[src/logic/usb_token_frame_bdt_defs.vh]
`ifndef USB_TOKEN_FRAME_BDT_DEFS_VH
`define USB_TOKEN_FRAME_BDT_DEFS_VH

// ----------------------------------------
// register map (byte addresses)
// ----------------------------------------
`define ADDR_W 8
`define DATA_W 32
`define OFS_FRAME_HIGH 8'h00
`define OFS_TOKEN 8'h04
`define OFS_PAGE_TWO 8'h08
`define OFS_PAGE_THREE 8'h0C
`define OFS_STATUS 8'h10

// ----------------------------------------
// field layout and reset values
// ----------------------------------------
`define FRAME_NUM_W 11
`define FRAME_HI_LSB 8
`define FRAME_HI_MSB 10
`define FRAME_HI_RESET 3'h0
`define TOKEN_RESET 8'h00
`define PAGE_RESET 8'h00
`define LOW_PAGE_W 7
`define ALIGN_BITS 9
`define ENTRY_BITS 3
`define BYTE_MSB 7
`define FRAME_FIELD_MSB 2
`define TOK_TYPE_MSB 7
`define TOK_TYPE_LSB 4
`define TOK_EP_MSB 3
`define TOK_EP_LSB 0
`define ST_BUSY 0
`define ST_REJECT 1
`define ST_OVERRUN 2

// ----------------------------------------
// token type codes
// ----------------------------------------
`define TOK_SETUP 4'hD
`define TOK_IN 4'h9
`define TOK_OUT 4'h1

`endif

[src/logic/token_issuer.v]
`timescale 1ns/1ps
`default_nettype none
`include "usb_token_frame_bdt_defs.vh"

module token_issuer (
  // clock and reset
  input wire ref_clk,
  input wire sys_rst,
  // software side
  input wire load,
  input wire [7:0] load_value,
  input wire reject_clr,
  input wire overrun_clr,
  // transfer engine side
  input wire token_done,
  output reg token_go,
  // state
  output reg [7:0] token_value,
  output reg busy,
  output reg reject,
  output reg overrun
);

  function is_defined_code;
    input [3:0] code;
    begin
      is_defined_code = (code == `TOK_SETUP) || (code == `TOK_IN) || (code == `TOK_OUT);
    end
  endfunction

  wire accept = load && !busy;
  wire good = is_defined_code(load_value[`TOK_TYPE_MSB:`TOK_TYPE_LSB]);

  // ----------------------------------------
  // token byte and launch
  // ----------------------------------------
  always @(posedge ref_clk or posedge sys_rst) begin
    if (sys_rst) begin
      token_value <= `TOKEN_RESET;
      token_go <= 1'b0;
      busy <= 1'b0;
    end else begin
      if (accept) begin
        token_value <= load_value;
      end
      token_go <= accept && good;
      if (accept && good) begin
        busy <= 1'b1;
      end else if (token_done) begin
        busy <= 1'b0;
      end
    end
  end

  // ----------------------------------------
  // sticky error flags, set wins over clear
  // ----------------------------------------
  always @(posedge ref_clk or posedge sys_rst) begin
    if (sys_rst) begin
      reject <= 1'b0;
      overrun <= 1'b0;
    end else begin
      if (accept && !good) begin
        reject <= 1'b1;
      end else if (reject_clr) begin
        reject <= 1'b0;
      end
      if (load && busy) begin
        overrun <= 1'b1;
      end else if (overrun_clr) begin
        overrun <= 1'b0;
      end
    end
  end

endmodule
`default_nettype wire

[src/logic/descriptor_address.v]
`timescale 1ns/1ps
`default_nettype none
`include "usb_token_frame_bdt_defs.vh"

module descriptor_address (
  // clock and reset
  input wire ref_clk,
  input wire sys_rst,
  // base pages
  input wire [7:0] page_three,
  input wire [7:0] page_two,
  input wire [`LOW_PAGE_W-1:0] low_page,
  // request
  input wire desc_req,
  input wire [3:0] desc_endpoint,
  input wire desc_dir,
  input wire desc_odd,
  // answer
  output wire [31:0] table_base,
  output reg [31:0] desc_addr,
  output reg desc_addr_valid
);

  assign table_base = {page_three, page_two, low_page, {`ALIGN_BITS{1'b0}}};

  // entry offset added to aligned base
  always @(posedge ref_clk or posedge sys_rst) begin
    if (sys_rst) begin
      desc_addr <= 32'h00000000;
      desc_addr_valid <= 1'b0;
    end else begin
      desc_addr_valid <= desc_req;
      if (desc_req) begin
        desc_addr <= {page_three, page_two, low_page,
                      desc_endpoint, desc_dir, desc_odd, {`ENTRY_BITS{1'b0}}};
      end
    end
  end

endmodule
`default_nettype wire

[src/logic/usb_token_frame_bdt_regs.v]
// Decided for this implementation: the address map and the strobed register port.
`timescale 1ns/1ps
`default_nettype none
`include "usb_token_frame_bdt_defs.vh"

module usb_token_frame_bdt_regs (
  // clock and reset
  input wire ref_clk,
  input wire sys_rst,
  // register port
  input wire [`ADDR_W-1:0] reg_addr,
  input wire [`DATA_W-1:0] reg_wdata,
  input wire reg_wr,
  input wire reg_rd,
  output reg [`DATA_W-1:0] reg_rdata,
  // start-of-frame from the serial engine
  input wire sof_token,
  input wire [`FRAME_NUM_W-1:0] sof_frame_number,
  // token launch to the transfer engine
  output wire token_go,
  output wire [3:0] token_type_code,
  output wire [3:0] token_endpoint_number,
  input wire token_done,
  // descriptor fetch
  input wire [`LOW_PAGE_W-1:0] table_base_bits_15_9,
  input wire desc_req,
  input wire [3:0] desc_endpoint,
  input wire desc_dir,
  input wire desc_odd,
  output wire [31:0] table_base,
  output wire [31:0] desc_addr,
  output wire desc_addr_valid
);

  reg [2:0] frame_count_upper_bits;
  reg [7:0] table_base_bits_23_16;
  reg [7:0] table_base_bits_31_24;
  reg [`DATA_W-1:0] next_rdata;
  wire [7:0] token_value;
  wire busy;
  wire reject;
  wire overrun;

  wire wr_token = reg_wr && (reg_addr == `OFS_TOKEN);
  wire wr_status = reg_wr && (reg_addr == `OFS_STATUS);

  // ----------------------------------------
  // frame number high
  // ----------------------------------------
  always @(posedge ref_clk or posedge sys_rst) begin
    if (sys_rst) begin
      frame_count_upper_bits <= `FRAME_HI_RESET;
    end else if (sof_token) begin
      frame_count_upper_bits <= sof_frame_number[`FRAME_HI_MSB:`FRAME_HI_LSB];
    end
  end

  // ----------------------------------------
  // descriptor table pages
  // ----------------------------------------
  always @(posedge ref_clk or posedge sys_rst) begin
    if (sys_rst) begin
      table_base_bits_23_16 <= `PAGE_RESET;
      table_base_bits_31_24 <= `PAGE_RESET;
    end else if (reg_wr) begin
      if (reg_addr == `OFS_PAGE_TWO) begin
        table_base_bits_23_16 <= reg_wdata[`BYTE_MSB:0];
      end
      if (reg_addr == `OFS_PAGE_THREE) begin
        table_base_bits_31_24 <= reg_wdata[`BYTE_MSB:0];
      end
    end
  end

  // ----------------------------------------
  // token command
  // ----------------------------------------
  token_issuer i_token_issuer (
    .ref_clk(ref_clk),
    .sys_rst(sys_rst),
    .load(wr_token),
    .load_value(reg_wdata[`BYTE_MSB:0]),
    .reject_clr(wr_status && reg_wdata[`ST_REJECT]),
    .overrun_clr(wr_status && reg_wdata[`ST_OVERRUN]),
    .token_done(token_done),
    .token_go(token_go),
    .token_value(token_value),
    .busy(busy),
    .reject(reject),
    .overrun(overrun)
  );

  assign token_endpoint_number = token_value[`TOK_EP_MSB:`TOK_EP_LSB];
  assign token_type_code = token_value[`TOK_TYPE_MSB:`TOK_TYPE_LSB];

  // ----------------------------------------
  // descriptor address
  // ----------------------------------------
  descriptor_address i_descriptor_address (
    .ref_clk(ref_clk),
    .sys_rst(sys_rst),
    .page_three(table_base_bits_31_24),
    .page_two(table_base_bits_23_16),
    .low_page(table_base_bits_15_9),
    .desc_req(desc_req),
    .desc_endpoint(desc_endpoint),
    .desc_dir(desc_dir),
    .desc_odd(desc_odd),
    .table_base(table_base),
    .desc_addr(desc_addr),
    .desc_addr_valid(desc_addr_valid)
  );

  // ----------------------------------------
  // read mux, data one cycle after strobe
  // ----------------------------------------
  always @* begin
    next_rdata = {`DATA_W{1'b0}};
    if (reg_rd) begin
      case (reg_addr)
        `OFS_FRAME_HIGH: next_rdata[`FRAME_FIELD_MSB:0] = frame_count_upper_bits;
        `OFS_TOKEN: next_rdata[`BYTE_MSB:0] = token_value;
        `OFS_PAGE_TWO: next_rdata[`BYTE_MSB:0] = table_base_bits_23_16;
        `OFS_PAGE_THREE: next_rdata[`BYTE_MSB:0] = table_base_bits_31_24;
        `OFS_STATUS: begin
          next_rdata[`ST_BUSY] = busy;
          next_rdata[`ST_REJECT] = reject;
          next_rdata[`ST_OVERRUN] = overrun;
        end
        default: next_rdata = {`DATA_W{1'b0}};
      endcase
    end
  end

  always @(posedge ref_clk or posedge sys_rst) begin
    if (sys_rst) begin
      reg_rdata <= {`DATA_W{1'b0}};
    end else begin
      reg_rdata <= next_rdata;
    end
  end

endmodule
`default_nettype wire

[config.mk]
export PLATFORM = sky130hd
export DESIGN_NAME = usb_token_frame_bdt_regs
export DESIGN_NICKNAME = d
export VERILOG_FILES = /design/src/logic/token_issuer.v /design/src/logic/descriptor_address.v /design/src/logic/usb_token_frame_bdt_regs.v
export VERILOG_INCLUDE_DIRS = /design/src /design/src/logic
export SDC_FILE = /design/constraint.sdc
export NUM_CORES = 1
export LEC_CHECK = 0
export BUFFER_PORTS_ARGS = -buffer_cell sky130_fd_sc_hd__buf_2
export CORE_ASPECT_RATIO = 1.2
export CORE_MARGIN = 5
export CORE_UTILIZATION = 35
export CTS_BUF_LIST = sky130_fd_sc_hd__clkbuf_8
export DETAILED_ROUTE_END_ITERATION = 8
export GPL_TIMING_DRIVEN = 0
export MAX_ROUTING_LAYER = met4
export PLACE_DENSITY = 0.78
export SYNTH_ARGS = -nofsm -noshare
export SYNTH_HDL_FRONTEND = slang
export SYNTH_SLANG_ARGS = --single-unit
[constraint.sdc]
create_clock -name ref_clk -period 3.15 [get_ports ref_clk]
set_clock_uncertainty 0.2 [all_clocks]
set_input_delay 0 -clock ref_clk [delete_from_list [all_inputs] [get_ports ref_clk]]
set_output_delay 0 -clock ref_clk [all_outputs]
set_load 0.05 [all_outputs]
==> results of run 1 <==
cell usage in the layout, fill, tap and decap left out, types with 2 or more instances in the layout:
cell type / count
nor2_1: 8
clkbuf_1: 3
buf_1: 2
bufinv_16: 3
dfrtp_1: 69
buf_2: 110
nand2_1: 5
nand3b_1: 2
clkbuf_8: 10
nand4_1: 3
inv_1: 2
mux2i_1: 2
buf_4: 43
o21ai_0: 2
and3_2: 2
dlygate4sd3_1: 38
conb_1: 36
nand4_2: 2
a31oi_1: 2
or3_1: 2
nand2b_1: 2
nor2b_1: 7
mux2_2: 64
a22oi_1: 5
final cells by class:
class	count	area [um2]
Buffer	51	357
Fill cell	817	4320
Multi-Input combinational cell	154	1210
Tap cell	120	150
Clock buffer	10	138
Timing Repair Buffer	145	916
Clock inverter	6	110
Sequential cell	69	1730
Inverter	2	10.0
flip-flops by register name, summed over array words and instances (netlist names):
register and cells:
i_token_issuer.reject 1, reg_rdata 8, i_descriptor_address.desc_addr_valid 1, i_token_issuer.token_go 1, i_token_issuer.busy 1, i_token_issuer.overrun 1
table_base_bits_23_16 8, i_token_issuer.token_value 8, table_base_bits_31_24 8, frame_count_upper_bits 3, i_descriptor_address.desc_addr 29
layer usage:
layer / routed length, um / vias up
li1: - / 1150
met5: 0 / -
met4: 317 / 0
met3: 492 / 28
met2: 4420 / 107
met1: 3270 / 1180
power by group:
part / switching [mW] / internal, mW / total [mW]
Combinational: 0.378 / 0.174 / 0.551
Clock: 0.338 / 0.547 / 0.886
Sequential: 0.0292 / 0.933 / 0.963
Total: 0.745 / 1.65 / 2.40
through the flow:
| stage | power [mW] | setup WS [ns] | hold slack [ns] | cell area [um2] | utilization (%) |
|---|---|---|---|---|---|
| finish | 2.40 | 0.620 | 0.0293 | 4620 | 51.7 |
| global placement | 1.48 | 0.393 | -0.0687 | 3990 | 44.7 |
| floorplan | 1.38 | 1.21 | -0.169 | 3310 | - |
| CTS | 2.42 | 0.677 | 0.0236 | 4620 | 51.7 |
| detailed placement | 1.49 | 1.15 | -0.0651 | 3990 | 44.7 |
| global route | 2.50 | 0.539 | 0.0552 | 4620 | 51.7 |
path summary, 6_finish.rpt:
check	startpoint	to	slack, ns
worst max-delay path	reg_addr[0]	i_token_issuer.busy	0.62
worst min-delay path	reg_addr[1]	reg_rdata[3]	0.03
worst max register to register	i_token_issuer.busy	i_token_issuer.token_value[1]	1.38
worst min register to register	i_descriptor_address.desc_addr[23]	i_descriptor_address.desc_addr[23]	0.30
max in group asynchronous	sys_rst	i_descriptor_address.desc_addr[7]	2.03
min in group asynchronous	sys_rst	i_token_issuer.token_value[7]	0.19
worst reg2reg max path: cells and delay by family (launching register included):
| kind | cells | cell delay, ns |
|---|---|---|
| DFF | 1 | 0.43 |
| and+or+nand+nor | 2 | 0.60 |
| muxes | 1 | 0.42 |
cell families (layout without fill, tap and decap cells):
group           after synthesis  after routing  synth area share, %
mux                          66             66                 23.3
buf+inv                      53            214                 11.5
compound gates               14             14                 3.15
other cells                   1             36                0.118
flops                        69             69                 54.4
simple gates                 38             38                 7.53
repair_timing:
item / in CTS / in global routing
gates resized for setup: 0 / 0
endpoints found under the hold margin: 121 / 0
hold buffers: 38 / 0
endpoints found under the setup margin: 0 / 0
==> reports/metrics.csv, run 1 <==
metric;value;unit
DR iter-0 viols;136;
Row Count;38;
Crit. End Element;flip-flop;
min Tclk post-route;2.53;ns
setup violators final;0;
Num Clock Sinks;69;
WL/cell;15.3;um
n_diodes;0;
number of synthesized register bits;69;
area grow syn2layout;45.6;%
CP bufs+invs;4;
Cells after DPL;503;
Arrival @ worst endpoint;2.61;ns
number of max-slew violations in the final report;0;
gr usage total;16.3;%
dpl hpwl;5830;um
cts bufs inserted;9;
antenna-violating nets left;0;
EDFF count, synth;0;
Max-Cap Viols;0;
gpl congestion;0.854;
WHS Path Cells;4;
core box area;8940;um2
DR DRC count;0;
first-pass GRT wire length;13700;um
GR Util met2;26.5;%
r2r worst-path depth;3;
worst-margin pin slew;0.849;ns
Slew HR;43.4;%
CTS tree;yes;
WP data required;3.23;ns
layout cell share with drive strength beyond 1;54.5;%
Clock transition at path regs;0.08;ns
yosys warns;0;
fin cells;557;
leak pwr;2.51;nW
PortBufs;107;
slowest stage delay, CP;0.68;ns
Crit-path slowest cell;dlygate4sd3_1;
Hold Crit Class;input port to flip-flop;
most common cell in the netlist;dfrtp_1;
Nets;503;
Synth area leader;dfrtp_1;
ys async rst share;100;%
number of global-route vias before repair;2618;
Post-Synthesis Cell Area;3170;um2
Die X;96.9;um
top post-synthesis cells by area;dfrtp_1 54%, mux2_2 23%, buf_4 10%;
Worst path top cell family by delay;buffers and inverters;
worst vdd ir;0.488;mV
kind of critical path;input port to flip-flop;
post-CTS setup buffer count;0;
number of antenna violations at the first check in global routing;0;
CTS Root Cell;clkbuf_8;
setup total negative slack;0;ns
outcome;complete, no violations;
mean number of vias per cell;4.43;
Post-synth top cells;69 x dfrtp_1, 64 x mux2_2, 43 x buf_4;
GRT busiest layer;met2;
number of distinct library cells after synthesis;31;
power density cells;519;nW/um2
syn_area_per_cell;13.2;um2
Skew-Pair Late Insertion Delay;0.35;ns
Top FF cell, synth;dfrtp_1;
Routed WL;8500;um
crit path launch type;input port;
max frequency;0.395;GHz
Cells after Synth;241;
share of the synthesized area in the top cell type;54.4;%
pin count of the biggest net entering global routing;70;
Ports;177;
DR vias;2465;
ratio of final minimum period to clock period;80.3;%
deepest clock path buffer count;2;
met3 usage;4.39;%
GR Util met1;18.2;%
Remaining Overflow, GRT;0;
Die Height;114;um
Die ar.;11100;um2
CTS H-tree lvls;3;
most used cell, CP;dlygate4sd3_1;
Crit Path Max Fanout;7;
DRT Pass-1 Iters;4;
RSZ-0062 raised after global routing;false;
critical-path cell list;dlygate4sd3_1 > buf_2 > nor4_4 > dlygate4sd3_1 > nand4_1 > o31ai_1 > dlygate4sd3_1;
sequential-to-total area share from yosys stat;54.4;%
Initial Util;35.5;%
Hold Vio Cnt, Final;0;
Worst path depth;7;
(Power assumes the default switching activity.)
==> run 2: changes to the inputs <==
PLACE_DENSITY = 0.8   (was 0.78)
clock period = 2.28 ns   (was 3.15 ns; I/O delays follow)
==> reports/metrics.csv, run 2 (synthesis results as in run 1) <==
metric;value;unit
number of antenna violations at the first check in global routing;1;
Ports;177;
Crit-path slowest cell;dlygate4sd3_1;
WL/cell;15.9;um
Worst path top cell family by delay;buffers and inverters;
PortBufs;107;
Power, Total;3.08;mW
Arrival @ worst endpoint;2.35;ns
Hold Vio Cnt, Final;0;
slowest stage delay, CP;0.69;ns
DRT Pass-1 Iters;5;
leak pwr;2.50;nW
cts bufs inserted;9;
Nets;504;
most common cell after layout, fill and taps aside;buf_2;
fin cells;558;
post-CTS setup buffer count;0;
worst vdd ir;0.259;mV
antenna-violating nets left;0;
Num Clock Sinks;69;
Crit Path Max Fanout;7;
DR iter-0 viols;135;
DR DRC count;0;
CTS Root Cell;clkbuf_8;
worst-margin pin slew;0.848;ns
Slew HR;43.4;%
dpl hpwl;5890;um
Row Count;38;
power density cells;673;nW/um2
min Tclk post-route;2.33;ns
CTS tree;yes;
setup violators final;1;
Clock transition at path regs;0.07;ns
Die Height;114;um
Setup WS post-layout;-0.0504;ns
Hold Crit Class;input port to flip-flop;
gr usage total;16.7;%
Post-Place Worst Slack;0.389;ns
kind of critical path;input port to flip-flop;
Fill cells;802;
first-pass GRT wire length;13700;um
CTS H-tree lvls;3;
Biggest register;i_descriptor_address.desc_addr;
Crit. End Element;flip-flop;
core box area;8940;um2
DR vias;2499;
Max-Cap Viols;0;
crit path launch type;input port;
most used cell, CP;dlygate4sd3_1;
critical-path cell list;dlygate4sd3_1 > buf_2 > nor4_4 > dlygate4sd3_1 > nand2_1 > nor4_1;
Initial Util;35.5;%
max frequency;0.429;GHz
Die X;96.9;um
WP data required;2.30;ns
number of flip-flops in the largest register;29;
commonest non-fill, non-tap cells in the layout;110 x buf_2, 69 x dfrtp_1, 64 x mux2_2;
outcome;finished, violations left;
layout cell share with drive strength beyond 1;53.8;%
gpl congestion;0.762;
Die ar.;11100;um2
pin count of the biggest net entering global routing;70;
Routed WL;8860;um
Cells after DPL;503;
area grow syn2layout;44.3;%
deepest clock path buffer count;2;
Resize count post-CTS;0;
ratio of final minimum period to clock period;102;%
number of max-slew violations in the final report;0;
RSZ-0062 raised after global routing;false;
CP bufs+invs;3;
Remaining Overflow, GRT;0;
mean number of vias per cell;4.48;
Skew-Pair Late Insertion Delay;0.35;ns
number of global-route vias before repair;2655;
failing checks;negative setup slack;
==> run 2: changes by cell type in the layout (fill, tap and decap cells not counted), sizes merged <==
cell	previous run	this run
diode	0	1
dlygate4sd3	38	39
clkinvlp	1	0
bufinv	3	1
clkbuf	13	14
inv	4	5
==> run 2: through the flow <==
stage,setup TNS [ns],instance area (um2),hold WS [ns],utilization (%)
after floorplan,0,3310,-0.169,-
after global placement,-32.41,3990,-0.0677,44.7
after detailed placement,0,3990,-0.0623,44.7
after CTS,0,4580,0.0252,51.2
after global routing,0,4580,0.0486,51.2
final,-0.0504,4580,0.0388,51.2
==> run 2: report_power, final <==
group | switching [mW] | internal (mW)
Clock | 0.438 | 0.547
Sequential | 0.0417 | 1.29
Combinational | 0.524 | 0.242
Total | 1.00 | 2.08
==> run 2: area by class of cell <==
| class | count | area (um2) | share of cell area [%] |
|---|---|---|---|
| clock inverters | 4 | 41.3 | 0.902 |
| flip-flops and latches | 69 | 1730 | 37.7 |
| repair buffers | 146 | 926 | 20.2 |
| inverters | 2 | 10.0 | 0.219 |
| plain buffers | 51 | 357 | 7.79 |
| well taps | 120 | 150 | 3.28 |
| diodes | 1 | 2.50 | 0.0546 |
| clock buffers | 11 | 151 | 3.31 |
| multi-input cells | 154 | 1210 | 26.5 |
==> run 2: final timing paths <==
check / start / to / slack [ns] / cells past startpoint
worst max register to register: i_token_issuer.busy / i_token_issuer.token_value[0] / 0.56 / 3
worst min-delay path: reg_addr[1] / i_token_issuer.token_go / 0.04 / 4
max in group asynchronous: sys_rst / i_descriptor_address.desc_addr[20] / 1.15 / 3
min in group asynchronous: sys_rst / reg_rdata[2] / 0.18 / 3
worst max-delay path: reg_addr[0] / reg_rdata[1] / -0.05 / 6
worst min register to register: i_descriptor_address.desc_addr[14] / i_descriptor_address.desc_addr[14] / 0.30 / 1
==> run 2: worst min-delay path, cell delays in order <==
cell and delay, ns:
buf_2 0.11, nor4_4 0.07, nand4_2 0.28, nor2_1 0.08
==> run 2: per-layer routing <==
layer | GRT usage [%] | vias up | share of wire [%]
met5 | - | - | 0
met3 | 3.47 | 31 | 5.5
met2 | 27.9 | 117 | 53
li1 | - | 1153 | -
met1 | 17.6 | 1198 | 37
met4 | 12.0 | 0 | 4.1
==> run 2: repair_timing <==
item | 4_1_cts | 5_1_grt
hold endpoints to repair | 122 | 0
setup endpoints to repair | 0 | 1
hold buffers | 39 | 0
